### config.mk
export PLATFORM = sky130hd
export DESIGN_NAME = drive_control_status_word
export DESIGN_NICKNAME = d
export VERILOG_FILES = /design/src/verilog/cmd_status_pkg.sv /design/src/verilog/drive_control_status_word.sv
export SDC_FILE = /design/constraint.sdc
export NUM_CORES = 1
export LEC_CHECK = 0
export BUFFER_PORTS_ARGS = -buffer_cell sky130_fd_sc_hd__buf_2
export CORE_ASPECT_RATIO = 0.75
export CORE_MARGIN = 3
export CORE_UTILIZATION = 46
export DETAILED_ROUTE_END_ITERATION = 16
export MAX_ROUTING_LAYER = met4
export PLACE_DENSITY = 0.8
export SYNTH_ARGS = -nofsm -noshare
export SYNTH_HDL_FRONTEND = slang
export SYNTH_SLANG_ARGS = --single-unit
### constraint.sdc
create_clock -name hclk -period 3 [get_ports hclk]
set_clock_uncertainty 0.15 [all_clocks]
set_input_delay 0.15 -clock hclk [delete_from_list [all_inputs] [get_ports hclk]]
set_output_delay 0.15 -clock hclk [all_outputs]
set_load 0.1 [all_outputs]
### src/verilog/cmd_status_pkg.sv
// Register map, command and status field layout for the remote sequencing block.
// Assumes an AHB-Lite master with 32-bit single word transfers.
package cmd_status_pkg;
  localparam logic [7:0]  cmd_offset         = 8'h00;
  localparam logic [7:0]  status_offset      = 8'h04;
  localparam logic [7:0]  mode_offset        = 8'h08;
  localparam logic [7:0]  seq_in_offset      = 8'h0c;
  localparam logic [15:0] cmd_reset          = 16'h0000;
  localparam logic [1:0]  mode_reset         = 2'h0;
  localparam logic [1:0]  htrans_nonseq      = 2'h2;
  localparam logic [2:0]  hsize_word         = 3'h2;
  localparam int          cmd_switch_on      = 0;
  localparam int          cmd_not_coast      = 1;
  localparam int          cmd_not_fast       = 2;
  localparam int          cmd_enable_op      = 3;
  localparam int          cmd_fault_reset    = 7;
  localparam int          st_ready_switch_on = 0;
  localparam int          st_switched_on     = 1;
  localparam int          st_op_enabled      = 2;
  localparam int          st_fault           = 3;
  localparam int          st_not_coast       = 4;
  localparam int          st_not_fast        = 5;
  localparam int          st_inhibit         = 6;
  localparam int          st_remote          = 9;
  localparam int          st_setpoint        = 10;
  localparam int          st_limit           = 11;
  localparam int          mode_remote_bit    = 0;
  localparam int          mode_netsel_bit    = 1;
  // Sequencer state encoding
  typedef enum logic [2:0] {
    seq_start_inhibit  = 3'h0,
    seq_start_permit   = 3'h1,
    seq_switched_on    = 3'h2,
    seq_ready          = 3'h3,
    seq_enabled        = 3'h4,
    seq_fast_stop      = 3'h5,
    seq_trip_active    = 3'h6,
    seq_tripped        = 3'h7
  } seq_state_t;
endpackage

### src/verilog/drive_control_status_word.sv
// Remote command word to sequencer inputs, and status word from sequencer outputs.
// Assumes one AHB-Lite master, sequencer and ramp flags synchronous to hclk.
// Notes on behaviour
// - Remote mode takes sequencing from command word
// - Bit 0 drives forward run only
// - Coast stop is bit 1 AND local
// - Fast stop is bit 2 AND local
// - Enable is bit 3 AND local enable
// - Bit 7 follows fault clear, rising resets
// - Status word, unsupported bits read zero
// - Status bit 0 is start permitted
// - Status bit 1 is stack energised
// - Status bit 2 is running
// - Status bit 3 is fault latched
// - Status bit 4 mirrors coast stop source
// - Status bit 5 mirrors fast stop source
// - Status bit 6 set in start inhibit
// - Sequencer state encoded zero to seven
// - Status bit 9 remote and network select
// - Status bit 10 when not ramping
// - Status bit 11 torque or current limit
//
// Implementation choices: the register addresses and register access over AHB-Lite.
`timescale 1ns/1ps
module drive_control_status_word (
  input  wire logic                        hclk,                // 200 MHz clock
  input  wire logic                        hresetn,             // Async reset, low
  input  wire logic                        hsel,                // Slave select
  input  wire logic [7:0]                  haddr,               // Byte address
  input  wire logic [1:0]                  htrans,              // Transfer type
  input  wire logic                        hwrite,              // Write strobe
  input  wire logic [2:0]                  hsize,               // Transfer size
  input  wire logic [31:0]                 hwdata,              // Write data
  input  wire logic                        hready,              // Bus ready in
  output logic      [31:0]                 hrdata,              // Read data
  output logic                             hreadyout,           // Slave ready
  output logic                             hresp,               // Always OKAY
  input  wire logic                        local_run_forward,   // Local run forward
  input  wire logic                        local_run_reverse,   // Local run reverse
  input  wire logic                        local_hold_release,  // Local hold release
  input  wire logic                        local_fault_clear,   // Local trip reset
  input  wire logic                        freewheel_halt_n,    // Local coast stop, low
  input  wire logic                        quick_halt_n,        // Local fast stop, low
  input  wire logic                        power_stage_enable,  // Local enable
  input  wire logic                        start_permitted,     // Sequencer output
  input  wire logic                        stack_energised,     // Sequencer output
  input  wire logic                        running,             // Sequencer output
  input  wire logic                        fault_latched,       // Sequencer output
  input  wire cmd_status_pkg::seq_state_t  seq_state,           // Sequencer state
  input  wire logic                        ramping,             // Reference ramp busy
  input  wire logic                        vector_mode,         // Vector control selected
  input  wire logic                        torque_limit,        // Speed loop in torque limit
  input  wire logic                        current_limit,       // Open loop current limit
  output logic                             run_forward,         // Sequencer input
  output logic                             run_reverse,         // Sequencer input
  output logic                             run_hold_release,    // Sequencer input
  output logic                             coast_stop_n,        // Sequencer input, low
  output logic                             fast_stop_n,         // Sequencer input, low
  output logic                             seq_enable,          // Sequencer input
  output logic                             remote_fault_clear,  // Sequencer input
  output logic                             fault_reset_pulse,   // Rising edge of trip reset
  output logic      [15:0]                 status_word          // Status word
);

  logic [15:0] command;
  logic [15:0] next_command;
  logic [1:0]  mode;
  logic [1:0]  next_mode;
  logic        ph_write;
  logic        next_ph_write;
  logic        next_ph_read;
  logic [7:0]  ph_addr;
  logic [7:0]  next_ph_addr;
  logic [31:0] next_hrdata;
  logic [15:0] next_status;
  logic        clear_prev;
  logic        next_clear_prev;
  logic        remote;
  logic        access;

  assign hreadyout = 1'b1;
  assign hresp     = 1'b0;
  assign remote    = mode[cmd_status_pkg::mode_remote_bit];
  assign access    = hsel && hready && htrans == cmd_status_pkg::htrans_nonseq;

  // Address phase capture; writes land in the following data phase
  always_comb begin
    next_ph_write = access && hwrite && hsize == cmd_status_pkg::hsize_word;
    next_ph_read  = access && !hwrite;
    next_ph_addr  = access ? haddr : ph_addr;
    next_command  = command;
    next_mode     = mode;
    if (ph_write && ph_addr == cmd_status_pkg::cmd_offset) begin
      next_command = hwdata[15:0];
    end
    if (ph_write && ph_addr == cmd_status_pkg::mode_offset) begin
      next_mode = hwdata[1:0];
    end
  end

  // Reads are prepared one cycle ahead so hrdata comes from a flip-flop.
  // Command and mode reads use the next values, so a read right behind a write sees it;
  // the sequencer input view still lags such a write by one cycle.
  always_comb begin
    next_hrdata = 32'h0000_0000;
    if (next_ph_read) begin
      case (haddr)
        cmd_status_pkg::cmd_offset:    next_hrdata = {16'h0000, next_command};
        cmd_status_pkg::status_offset: next_hrdata = {16'h0000, next_status};
        cmd_status_pkg::mode_offset:   next_hrdata = {30'h0, next_mode};
        cmd_status_pkg::seq_in_offset: next_hrdata = {25'h0, remote_fault_clear, seq_enable,
                                                      fast_stop_n, coast_stop_n, run_hold_release,
                                                      run_reverse, run_forward};
        default:                       next_hrdata = 32'h0000_0000;
      endcase
    end
  end

  always_comb begin
    if (remote) begin
      run_forward        = command[cmd_status_pkg::cmd_switch_on];
      run_reverse        = 1'b0;
      run_hold_release   = 1'b0;
      coast_stop_n       = command[cmd_status_pkg::cmd_not_coast] & freewheel_halt_n;
      fast_stop_n        = command[cmd_status_pkg::cmd_not_fast] & quick_halt_n;
      seq_enable         = command[cmd_status_pkg::cmd_enable_op] & power_stage_enable;
      remote_fault_clear = command[cmd_status_pkg::cmd_fault_reset];
    end else begin
      run_forward        = local_run_forward;
      run_reverse        = local_run_reverse;
      run_hold_release   = local_hold_release;
      coast_stop_n       = freewheel_halt_n;
      fast_stop_n        = quick_halt_n;
      seq_enable         = power_stage_enable;
      remote_fault_clear = local_fault_clear;
    end
  end

  assign next_clear_prev   = remote_fault_clear;
  assign fault_reset_pulse = remote_fault_clear & ~clear_prev;

  always_comb begin
    next_status = 16'h0000;
    next_status[cmd_status_pkg::st_ready_switch_on] = start_permitted;
    next_status[cmd_status_pkg::st_switched_on]     = stack_energised;
    next_status[cmd_status_pkg::st_op_enabled]      = running;
    next_status[cmd_status_pkg::st_fault]           = fault_latched;
    next_status[cmd_status_pkg::st_not_coast]       = remote ? command[cmd_status_pkg::cmd_not_coast]
                                                             : freewheel_halt_n;
    next_status[cmd_status_pkg::st_not_fast]        = remote ? command[cmd_status_pkg::cmd_not_fast]
                                                             : quick_halt_n;
    next_status[cmd_status_pkg::st_inhibit]         = seq_state == cmd_status_pkg::seq_start_inhibit;
    next_status[cmd_status_pkg::st_remote]          = remote & mode[cmd_status_pkg::mode_netsel_bit];
    next_status[cmd_status_pkg::st_setpoint]        = ~ramping;
    next_status[cmd_status_pkg::st_limit]           = vector_mode ? torque_limit : current_limit;
  end

  always_ff @(posedge hclk or negedge hresetn) begin
    if (!hresetn) begin
      command  <= cmd_status_pkg::cmd_reset;
      mode     <= cmd_status_pkg::mode_reset;
      ph_write <= 1'b0;
      ph_addr  <= 8'h00;
    end else begin
      command  <= next_command;
      mode     <= next_mode;
      ph_write <= next_ph_write;
      ph_addr  <= next_ph_addr;
    end
  end

  // Read data stands for the data phase only
  always_ff @(posedge hclk or negedge hresetn) begin
    if (!hresetn) begin
      hrdata <= 32'h0000_0000;
    end else begin
      hrdata <= next_hrdata;
    end
  end

  always_ff @(posedge hclk or negedge hresetn) begin
    if (!hresetn) begin
      status_word <= 16'h0000;
    end else begin
      status_word <= next_status;
    end
  end

  always_ff @(posedge hclk or negedge hresetn) begin
    if (!hresetn) begin
      clear_prev <= 1'b0;
    end else begin
      clear_prev <= next_clear_prev;
    end
  end

endmodule // drive_control_status_word

* Yosys cells after proc, flatten, opt, wreduce, memory -nomap -nowiden
Cells that the tools add are included. Widths: inputs -> output; s select.
Cells by class: equality and inequality tests 6, mux-type cells 14, bitwise gates (word level) 7, reduce and logical (&&, ||, !) cells 11
Operators by type and width (count):
- $pmux 16 s4 | 1
- $mux 32 | 1
- $eq 8x4->1 const B | 3
- $logic_not 8->1 | 2
- $mux 16 | 1
- $mux 1 | 10
- $eq 8x3->1 const B | 1
- $logic_and 1x1->1 | 7
- $and 1x1->1 | 5
- $eq 3x2->1 const B | 1
- $logic_not 3->1 | 1
- $eq 2x2->1 const B | 1
- $mux 2 | 1
- $not 1->1 | 2
- $logic_not 1->1 | 1
Storage, ports and cells: register bits after elaboration 70, input port bits 68, output and inout bits 58

* Logic depth before layout (Yosys ltp)
Gate-level depths: netlist of run 1.
depth after elaboration 5, mapped depth 6, gate-level depth less buffers 4

* Worst setup path before layout of run 1
OpenSTA, ideal clock, no wires.
path kind register to output, from reg mode[0], to out coast_stop_n, arrival 2.730 ns, setup slack -0.030 ns, cell stages (with the launch flop) 3, path buffers 1, path through dfrtp_1 -> clkbuf_1 -> a21boi_0
On the way: cells in the longest elaborated chain, start to end 1
RTL lines:
- start: declaration | RTL line drive_control_status_word.sv:67 | logic [1:0] mode;
- start signal: assignment | RTL line drive_control_status_word.sv:161 | mode <= cmd_status_pkg::mode_reset;
- start signal: assignment | RTL line drive_control_status_word.sv:166 | mode <= next_mode;
- $mux 1 | RTL line drive_control_status_word.sv:120 | if (remote) begin
- end: declaration | RTL line drive_control_status_word.sv:57 | output logic coast_stop_n,
Every way passes these cells.

* Final worst setup path of run 1
from reg ph_addr[1], to reg hrdata[10]
On the way: cells in the longest elaborated chain, start to end 5
RTL lines:
- start: declaration | RTL line drive_control_status_word.sv:72 | logic [7:0] ph_addr;
- start signal: assignment | RTL line drive_control_status_word.sv:168 | ph_addr <= next_ph_addr;
- $logic_not 8->1 | RTL line drive_control_status_word.sv:93 | if (ph_write && ph_addr == cmd_status_pkg::cmd_offset) begin
- $logic_and 1x1->1 | RTL line drive_control_status_word.sv:93
- $mux 16 | RTL line drive_control_status_word.sv:93
- net next_command[10] | RTL line drive_control_status_word.sv:66 | logic [15:0] next_command;
- $pmux 16 s4 | RTL line drive_control_status_word.sv:107 | case (haddr)
- $mux 32 | RTL line drive_control_status_word.sv:106 | if (next_ph_read) begin
- net next_hrdata[10] | RTL line drive_control_status_word.sv:74 | logic [31:0] next_hrdata;
- end signal: assignment | RTL line drive_control_status_word.sv:177 | hrdata <= next_hrdata;
- end: declaration | RTL line drive_control_status_word.sv:35 | output logic [31:0] hrdata,
The timed path passes the listed nets, and every way through them passes these cells. A chain may end at the register's enable or synchronous reset.

==> results of run 1 <==
synthesized netlist by cell type (2+ instances only):
master / number / area, µm²
nor2_1: 8 / 30.0
conb_1: 2 / 7.51
a21oi_1: 7 / 35.0
nand4_1: 7 / 43.8
mux2_2: 14 / 158
dfrtp_1: 54 / 1350
nand2b_1: 3 / 18.8
a211oi_1: 3 / 22.5
buf_4: 24 / 180
and4b_1: 2 / 20.0
o21a_1: 5 / 37.5
nand2_1: 31 / 116
o211a_1: 3 / 30.0
clkbuf_1: 6 / 22.5
and2_1: 2 / 12.5
inv_1: 9 / 33.8
o21ai_0: 5 / 25.0
nor2b_1: 9 / 56.3
buf_6: 3 / 33.8
nor4_1: 3 / 18.8
o31ai_1: 7 / 52.6
nand3_1: 2 / 10.0
mux2i_1: 4 / 40.0
cell usage in the layout, fill, tap and decap left out, types with 4 or more instances in the layout:
cell type / netlist / final
o31ai_1: 7 / 7
nor2_1: 8 / 8
buf_4: 24 / 5
o21ai_0: 5 / 5
mux2_2: 14 / 14
o21a_1: 5 / 5
buf_2: 1 / 85
nand4_1: 7 / 7
nand2_1: 31 / 31
inv_1: 9 / 9
conb_1: 2 / 24
clkbuf_8: 0 / 5
mux2i_1: 4 / 4
a21oi_1: 7 / 7
nor2b_1: 9 / 9
dlygate4sd3_1: 0 / 37
dfrtp_1: 54 / 54
area by class of cell:
| class | count | share of cell area |
|---|---|---|
| inverters | 9 | 0.0101 |
| flip-flops and latches | 54 | 0.403 |
| well taps | 72 | 0.0268 |
| multi-input cells | 156 | 0.288 |
| repair buffers | 127 | 0.248 |
| clock buffers | 6 | 0.0216 |
| clock inverters | 1 | 0.00224 |
critical path: cells and delay by family, from the launching register on:
family	cells	cell delay, ns
muxes	1	0.38
DFF	1	0.40
AOI/OAI and AO/OA	1	0.21
buffers and inverters	1	0.27
and+or+nand+nor	2	0.91
registers in the layout (all words and copies together), names as in the netlist:
| register | flops |
|---|---|
| clear_prev | 1 |
| command | 16 |
| hrdata | 16 |
| mode | 2 |
| ph_addr | 8 |
| ph_write | 1 |
| status_word | 10 |
power groups by stage:
| stage | clock network [mW] | registers, mW | logic, mW |
|---|---|---|---|
| after floorplan | 0 | 0.844 | 0.275 |
| after global placement | 0 | 0.801 | 0.364 |
| after detailed placement | 0 | 0.803 | 0.370 |
| after global routing | 0.427 | 0.793 | 0.431 |
| after CTS | 0.395 | 0.788 | 0.407 |
| final | 0.381 | 0.789 | 0.407 |
cell families (layout without fill, tap and decap cells):
logic type	count (synthesis)	in the layout
AND/OR/NAND/NOR	79	79
flip-flops	54	54
buffers and inverters	43	143
AO/OA/AOI/OAI	35	35
multiplexers	18	18
other	2	24
per-stage QoR:
step                utilization  power (mW)  area, µm²  instances  hold WS [ns]
floorplan                     -        1.12       2590        253        -0.296
global placement          0.571        1.17       2910        381         0.106
detailed placement        0.571        1.17       2910        381         0.118
CTS                       0.659        1.59       3360        425        0.0628
global route              0.659        1.65       3360        425        0.0889
finish                    0.659        1.58       3360        425        0.0671
what timing repair did:
action	4_1_cts	5_1_grt
hold buffers	37	0
endpoints found under the setup margin	0	0
hold endpoints to repair	68	0
gates resized for setup	0	0
metal layers:
metal,track usage,vias to the layer above
li1,-,988
met1,0.265,967
met2,0.304,84
met3,0.0506,4
met4,0.0502,0
met5,-,-
worst min path at each step:
| stage | start | end | slack [ns] |
|---|---|---|---|
| finish | haddr[2] | hrdata[0] | 0.07 |
| global route | haddr[2] | hrdata[0] | 0.09 |
| CTS | haddr[2] | hrdata[0] | 0.06 |
| detailed placement | hresetn | status_word[10] | 0.12 |
| global placement | hresetn | status_word[10] | 0.11 |
| floorplan | hresetn | clear_prev | -0.30 |
==> flow_metrics.tcl, run 1 <==
set metrics [dict create \
    outcome "finished clean" \
    tightest_slew_ns 0.758 \
    irDropWorstVdd_mv 0.250 \
    nFillCells 419 \
    seq_power_share 0.500 \
    vias 2043 \
    clock_latency_ns 0.30 \
    r2r_slack_ns 0.58 \
    finalCritPeriodShare 0.806 \
    highest_layer "met4" \
    yosys_warnings 0 \
    cts_tree "built" \
    row_count 22 \
    antenna_cells 0 \
    multi_input_area_um2 968 \
    ys_seq_area_frac 0.538 \
    endpoint "hrdata[10]" \
    hold_class "input pin to flop" \
    clkTransAtPathRegs_ns 0.09 \
    reg2reg_depth 5 \
    synthMuxAreaShare 0.0787 \
    io_buffer_count 85 \
    intPower_mw 1.02 \
    cts_sinks 54 \
    max_freq_ghz 0.413 \
    final_nets 421 \
    synth_xor_area_frac 0 \
    start_util 0.493 \
    worstSetupStartpointType "flop" \
    synthCells 231 \
    grt_pass1_wl_um 9820 \
    drt_wl_total_um 5990 \
    whs_path_depth 3 \
    wl_met3_um 423 \
    slew_viol_final 0 \
    dr.first_iter.drc_count 143 \
    cp.required_ns 3.05 \
    core_area_um2 5090 \
    yosys.area_share.simple 0.173 \
    maxSlewHeadroom 0.495 \
    routed-wl-met2_um 2830 \
    dp_hpwl_um 4240 \
    crit_slowest_cell "or4b_1" \
    synthArstFlopShare 1.00 \
    drv_cap 0 \
    synth_compound_area_frac 0.0976 \
    p_leak_nw 1.73 \
    numCtsBuffers 5 \
    dieArea_um2 6390 \
    die_height_um 70 \
    register_area_um2 1350 \
    path_class "flop to flop" \
    grt_pass1_vias 1981 \
    syn_to_final_growth_pct 33.6 \
    synth-edff-count 0 \
    grt_max_degree 36 \
    drc 0 \
    power_density_nw_per_um2 469 \
    max_stage_delay_ns 0.73 \
    post_drt_wl_per_cell_um 14.1 \
    root_buffer "clkbuf_8" \
    critPathArrivalTime_ns 2.47 \
    drive_gt1_frac 0.326 \
    p_sw_frac 0.353 \
    cp_cell_sequence "or4b_1 -> nor3_4 -> buf_4 -> mux2_2 -> o211a_1" \
    synth-seq-cells 54 \
    synth-main-ff-cell "dfrtp_1" \
    grt-ovfl-total 0 \
    crit_start "ph_addr[1]" \
    setup_viol 0 \
    cts_setup_buffers 0 \
    cts_buffer_depth 2 \
    place.gp.congestion 0.816 \
    reg2reg_to "hrdata[10]" \
    clkPwrFrac 0.242 \
    hold_violations 0 \
    antenna_found_initial 0 \
    die_w_um 91.3 \
    pre_cts_slack_ns 0.616 \
    cp-end-kind "flop" \
    syn_area_um2 2510 \
    wl_met1_um 2700 \
    rsz0062_at_grt "no" \
    drtPass1Iterations 4 \
    fin_crit_ns 2.42 \
    tns_ns 0 \
    fin_ws_ns 0.581 \
    p_switching_mw 0.557 \
    vias_per_cell 4.81 \
    synth_top_family_by_area "simple AND/OR/NAND/NOR gates" \
    ys_types 41 \
    synthAdderAreaFrac 0 \
    avgSynthCellArea_um2 10.9 \
    r2r_start "ph_addr[1]" \
    crit_fanout 16 \
    boundaryPins 126 \
    comb_power_share 0.258 \
    h-tree-depth 2 \
    grt.total_usage 0.199 \
    ant_nets 0 \
]
No activity file was read; power rests on OpenSTA's default activity.
==> run 2, diff against run 1 <==
Clock period 3 ns to 2.35 ns, I/O delays scaled along.
==> flow_metrics.tcl, run 2 (synthesized netlist as in run 1, its figures left out) <==
set metrics [dict create \
    outcome "finished clean" \
    rsz0062_at_grt "no" \
    fin_crit_ns 2.23 \
    r2r_slack_ns 0.12 \
    antenna_found_initial 0 \
    p_sw_frac 0.350 \
    fin_ws_ns 0.117 \
    ctsResizeCount 0 \
    cts_tree "built" \
    critPathArrivalTime_ns 2.28 \
    clock_latency_ns 0.30 \
    vias 2035 \
    max_stage_delay_ns 0.62 \
    post_drt_wl_per_cell_um 13.8 \
    grt-ovfl-total 0 \
    dp_hpwl_um 4250 \
    seq_power_share 0.488 \
    setup_viol 0 \
    hold_class "input pin to flop" \
    largestRegisters "command (16), hrdata (16), status_word (10)" \
    final_nets 426 \
    h-tree-depth 2 \
    cp.required_ns 2.39 \
    drv_cap 0 \
    drive_gt1_frac 0.345 \
    cts_buffer_depth 2 \
    antenna_cells 0 \
    ant_nets 0 \
    grt_pass1_wl_um 9870 \
    numCtsBuffers 5 \
    worstSetupStartpointType "flop" \
    cp_cell_sequence "or4_4 -> nor3_4 -> buf_12 -> mux2_2 -> o211a_1" \
    tightest_slew_ns 0.625 \
    irDropWorstVdd_mv 0.280 \
    pre_cts_slack_ns 0.134 \
    hold_violations 0 \
    maxSlewHeadroom 0.579 \
    row_count 22 \
    cts_setup_buffers 0 \
    tns_ns 0 \
    comb_power_share 0.254 \
    finalCritPeriodShare 0.950 \
    drtPass1Iterations 4 \
    layout_common_cells "buf_2 (85), dfrtp_1 (54), dlygate4sd3_1 (37)" \
    clkTransAtPathRegs_ns 0.09 \
    grt.total_usage 0.198 \
    drc 0 \
    slew_viol_final 0 \
    dr.first_iter.drc_count 131 \
    start_util 0.493 \
    nFillCells 398 \
    max_freq_ghz 0.448 \
    crit_slowest_cell "or4_4" \
    place.gp.congestion 0.805 \
    vias_per_cell 4.72 \
    reg2reg_depth 5 \
    boundaryPins 126 \
    root_buffer "clkbuf_8" \
    cp-end-kind "flop" \
    p_leak_nw 1.77 \
    cts_sinks 54 \
    intPower_mw 1.34 \
    syn_to_final_growth_pct 36.9 \
    path_class "flop to flop" \
    grt_max_degree 29 \
    io_buffer_count 85 \
    grt_pass1_vias 2134 \
    die_height_um 70 \
    whs_path_depth 3 \
    die_w_um 91.3 \
    clkPwrFrac 0.257 \
    core_area_um2 5090 \
    drt_wl_total_um 5960 \
    p_switching_mw 0.721 \
    dieArea_um2 6390 \
    power_density_nw_per_um2 599 \
    crit_fanout 16 \
    final_common_cell "buf_2" \
]
run 2: layer usage:
layer / vias to the layer above / wire, µm / GRT usage
li1: 1001 / - / -
met1: 937 / 2670 / 0.254
met2: 91 / 2830 / 0.321
met3: 6 / 416 / 0.0506
met4: 0 / 42 / 0.0385
met5: - / 0 / -
run 2: cell type report:
| type | count | area [µm²] | share of cell area |
|---|---|---|---|
| Inverter | 9 | 33.8 | 0.00982 |
| Clock inverter | 2 | 12.5 | 0.00364 |
| Multi-Input combinational cell | 156 | 973 | 0.283 |
| Clock buffer | 6 | 82.6 | 0.0240 |
| Sequential cell | 54 | 1350 | 0.393 |
| Timing Repair Buffer | 132 | 896 | 0.260 |
| Tap cell | 72 | 90.1 | 0.0262 |
run 2: path summary, 6_finish.rpt:
kind	startpoint	to
worst max register to register	ph_addr[5]	hrdata[10]
worst min register to register	command[6]	command[6]
worst min-delay path	haddr[2]	hrdata[0]
max in group asynchronous	hresetn	command[12]
min in group asynchronous	hresetn	clear_prev
worst max-delay path	ph_addr[5]	hrdata[10]
run 2: stage by stage:
stage                     area (µm²)  power, mW  utilization  hold slack (ns)  std cells
after floorplan                 2600       1.43            -           -0.328        253
after global placement          2970       1.49        0.584           0.0152        386
after detailed placement        2970       1.50        0.584           0.0235        386
after CTS                       3440       2.07        0.675           0.0272        431
after global routing            3440       2.15        0.675           0.0601        431
final                           3440       2.06        0.675           0.0306        431
run 2: power by group through the flow:
stage / Combinational (mW) / Sequential, mW / Clock [mW]
after global routing: 0.554 / 1.01 / 0.581
after global placement: 0.470 / 1.02 / 0
after floorplan: 0.351 / 1.08 / 0
after detailed placement: 0.474 / 1.02 / 0
after CTS: 0.522 / 1.01 / 0.547
final: 0.523 / 1.01 / 0.530
run 2: repair_timing:
action / 4_1_cts / 5_1_grt
setup endpoints to repair: 0 / 0
hold endpoints to repair: 63 / 0
hold buffers: 37 / 0
run 2: critical path, delay by kind of cell (launching register included):
family	cells	cell delay, ns
buffers and inverters	1	0.17
AND/OR/NAND/NOR	2	0.84
AO/OA/AOI/OAI	1	0.21
multiplexers	1	0.35
flip-flops	1	0.40
==> run 3, diff against run 2 <==
Settings changed: CORE_MARGIN 3 to not set.
==> flow_metrics.tcl, run 3 (synthesized netlist as in run 1, its figures left out) <==
set metrics [dict create \
    tightest_slew_ns 0.626 \
    cts_tree "built" \
    clkTransAtPathRegs_ns 0.10 \
    dr.first_iter.drc_count 143 \
    post_drt_wl_per_cell_um 14.3 \
    clock_latency_ns 0.31 \
    grt_pass1_vias 2026 \
    cts_sinks 54 \
    stdcell_area_um2 3440 \
    outcome "finished clean" \
    start_util 0.496 \
    highest_layer "met4" \
    cp.required_ns 2.40 \
    dieArea_um2 5760 \
    whs_path_depth 3 \
    min-delay-start "haddr[2]" \
    path_class "flop to flop" \
    row_count 22 \
    dp_hpwl_um 4220 \
    syn_to_final_growth_pct 37.0 \
    grt_max_degree 31 \
    drtPass1Iterations 5 \
    path_depth 5 \
    antenna_cells 0 \
    reg2reg_depth 5 \
    cp-end-kind "flop" \
    fin_crit_ns 2.25 \
    vias 2098 \
    power_density_nw_per_um2 629 \
    numCtsBuffers 5 \
    h-tree-depth 2 \
    core_area_um2 5060 \
    crit_start "ph_addr[5]" \
    grt_pass1_wl_um 9410 \
    boundaryPins 126 \
    root_buffer "clkbuf_8" \
    max_freq_ghz 0.443 \
    hold_violations 0 \
    drc 0 \
    placed_area_um2 2960 \
    wl_met3_um 409 \
    grt-ovfl-total 0 \
    critPathArrivalTime_ns 2.31 \
    routed-wl-met2_um 2900 \
    irDropWorstVdd_mv 0.327 \
    place.gp.congestion 0.798 \
    cp_cell_sequence "or4_4 -> nor3_4 -> buf_12 -> mux2_2 -> o211a_1" \
    setup_viol 0 \
    tns_ns 0 \
    grt.total_usage 0.223 \
    slew_viol_final 0 \
    maxSlewHeadroom 0.579 \
    p_leak_nw 1.77 \
    finalCritPeriodShare 0.960 \
    drive_gt1_frac 0.342 \
    die_height_um 66 \
    drt_wl_total_um 6140 \
    critical_path.top_delay_family "simple AND/OR/NAND/NOR gates" \
    die_w_um 87.3 \
    io_buffer_count 85 \
    ant_nets 0 \
    path_buf_inv 1 \
    max_stage_delay_ns 0.62 \
    largestRegisters "command (16), hrdata (16), status_word (10)" \
    antenna_found_initial 0 \
    vias_per_cell 4.89 \
    final_common_cell "buf_2" \
    crit_fanout 16 \
    worstSetupStartpointType "flop" \
    rsz0062_at_grt "no" \
    r2r_start "ph_addr[5]" \
    final_nets 424 \
    drv_cap 0 \
    cts_setup_buffers 0 \
    hold_class "input pin to flop" \
    cts_buffer_depth 2 \
    wl_met1_um 2750 \
    crit_slowest_cell "or4_4" \
    nFillCells 414 \
    layout_common_cells "buf_2 (85), dfrtp_1 (54), dlygate4sd3_1 (37)" \
]
-- run 3: cell count changes in the layout (fill, tap and decap cells not counted) --
cell,before,now
bufinv_16,0,1
clkbuf_8,6,5
buf_4,8,6
inv_6,0,1
clkinvlp_4,1,0
-- run 3: cell type report --
class	instances	area [µm²]	share of cell area
Timing Repair Buffer	130	881	0.256
Clock inverter	3	43.8	0.0127
Multi-Input combinational cell	156	973	0.283
Tap cell	72	90.1	0.0262
Inverter	9	33.8	0.00981
Sequential cell	54	1350	0.393
Clock buffer	5	68.8	0.0200
-- run 3: worst reg2reg max path, delay by kind of cell, from the launching register on --
kind                   cells  cell delay, ns
AND/OR/NAND/NOR            2            0.86
AO/OA/AOI/OAI              1            0.21
multiplexers               1            0.35
buffers and inverters      1            0.18
flip-flops                 1            0.41
-- run 3: repair_timing --
action                                 4_1_cts  5_1_grt
resized for setup                            0        0
endpoints found under the hold margin       61        0
hold buffers                                37        0
-- run 3: where the power goes --
part	internal [mW]	leakage, nW	switching [mW]
clock network	0.320	0.0585	0.314
logic	0.128	1.04	0.396
registers	0.971	0.672	0.0371
total	1.42	1.77	0.748
-- run 3: through the flow --
| stage | worst slack [ns] | instances | total power, mW | hold slack (ns) | utilization |
|---|---|---|---|---|---|
| final | 0.0950 | 429 | 2.17 | 0.0230 | 0.680 |
| after detailed placement | 0.0961 | 384 | 1.50 | 0.0226 | 0.584 |
| after CTS | 0.0861 | 429 | 2.17 | 0.0159 | 0.680 |
| after global placement | 0.159 | 384 | 1.49 | -0.000460 | 0.584 |
| after floorplan | 0.0222 | 253 | 1.43 | -0.328 | - |
| after global routing | 0.0174 | 429 | 2.24 | 0.0229 | 0.680 |
-- run 3: layer usage --
layer	up-vias	global-route usage
met1	1000	0.285
met2	94	0.363
met3	9	0.0437
li1	995	-
met4	0	0.0656
met5	-	-
-- run 3: worst paths after layout --
path,endpoint,slack (ns)
min,hrdata[0],0.02
max,hrdata[9],0.1
min reg2reg,command[14],0.35
max in group asynchronous,command[0],1.28
max reg2reg,hrdata[9],0.1
min in group asynchronous,hrdata[2],0.19
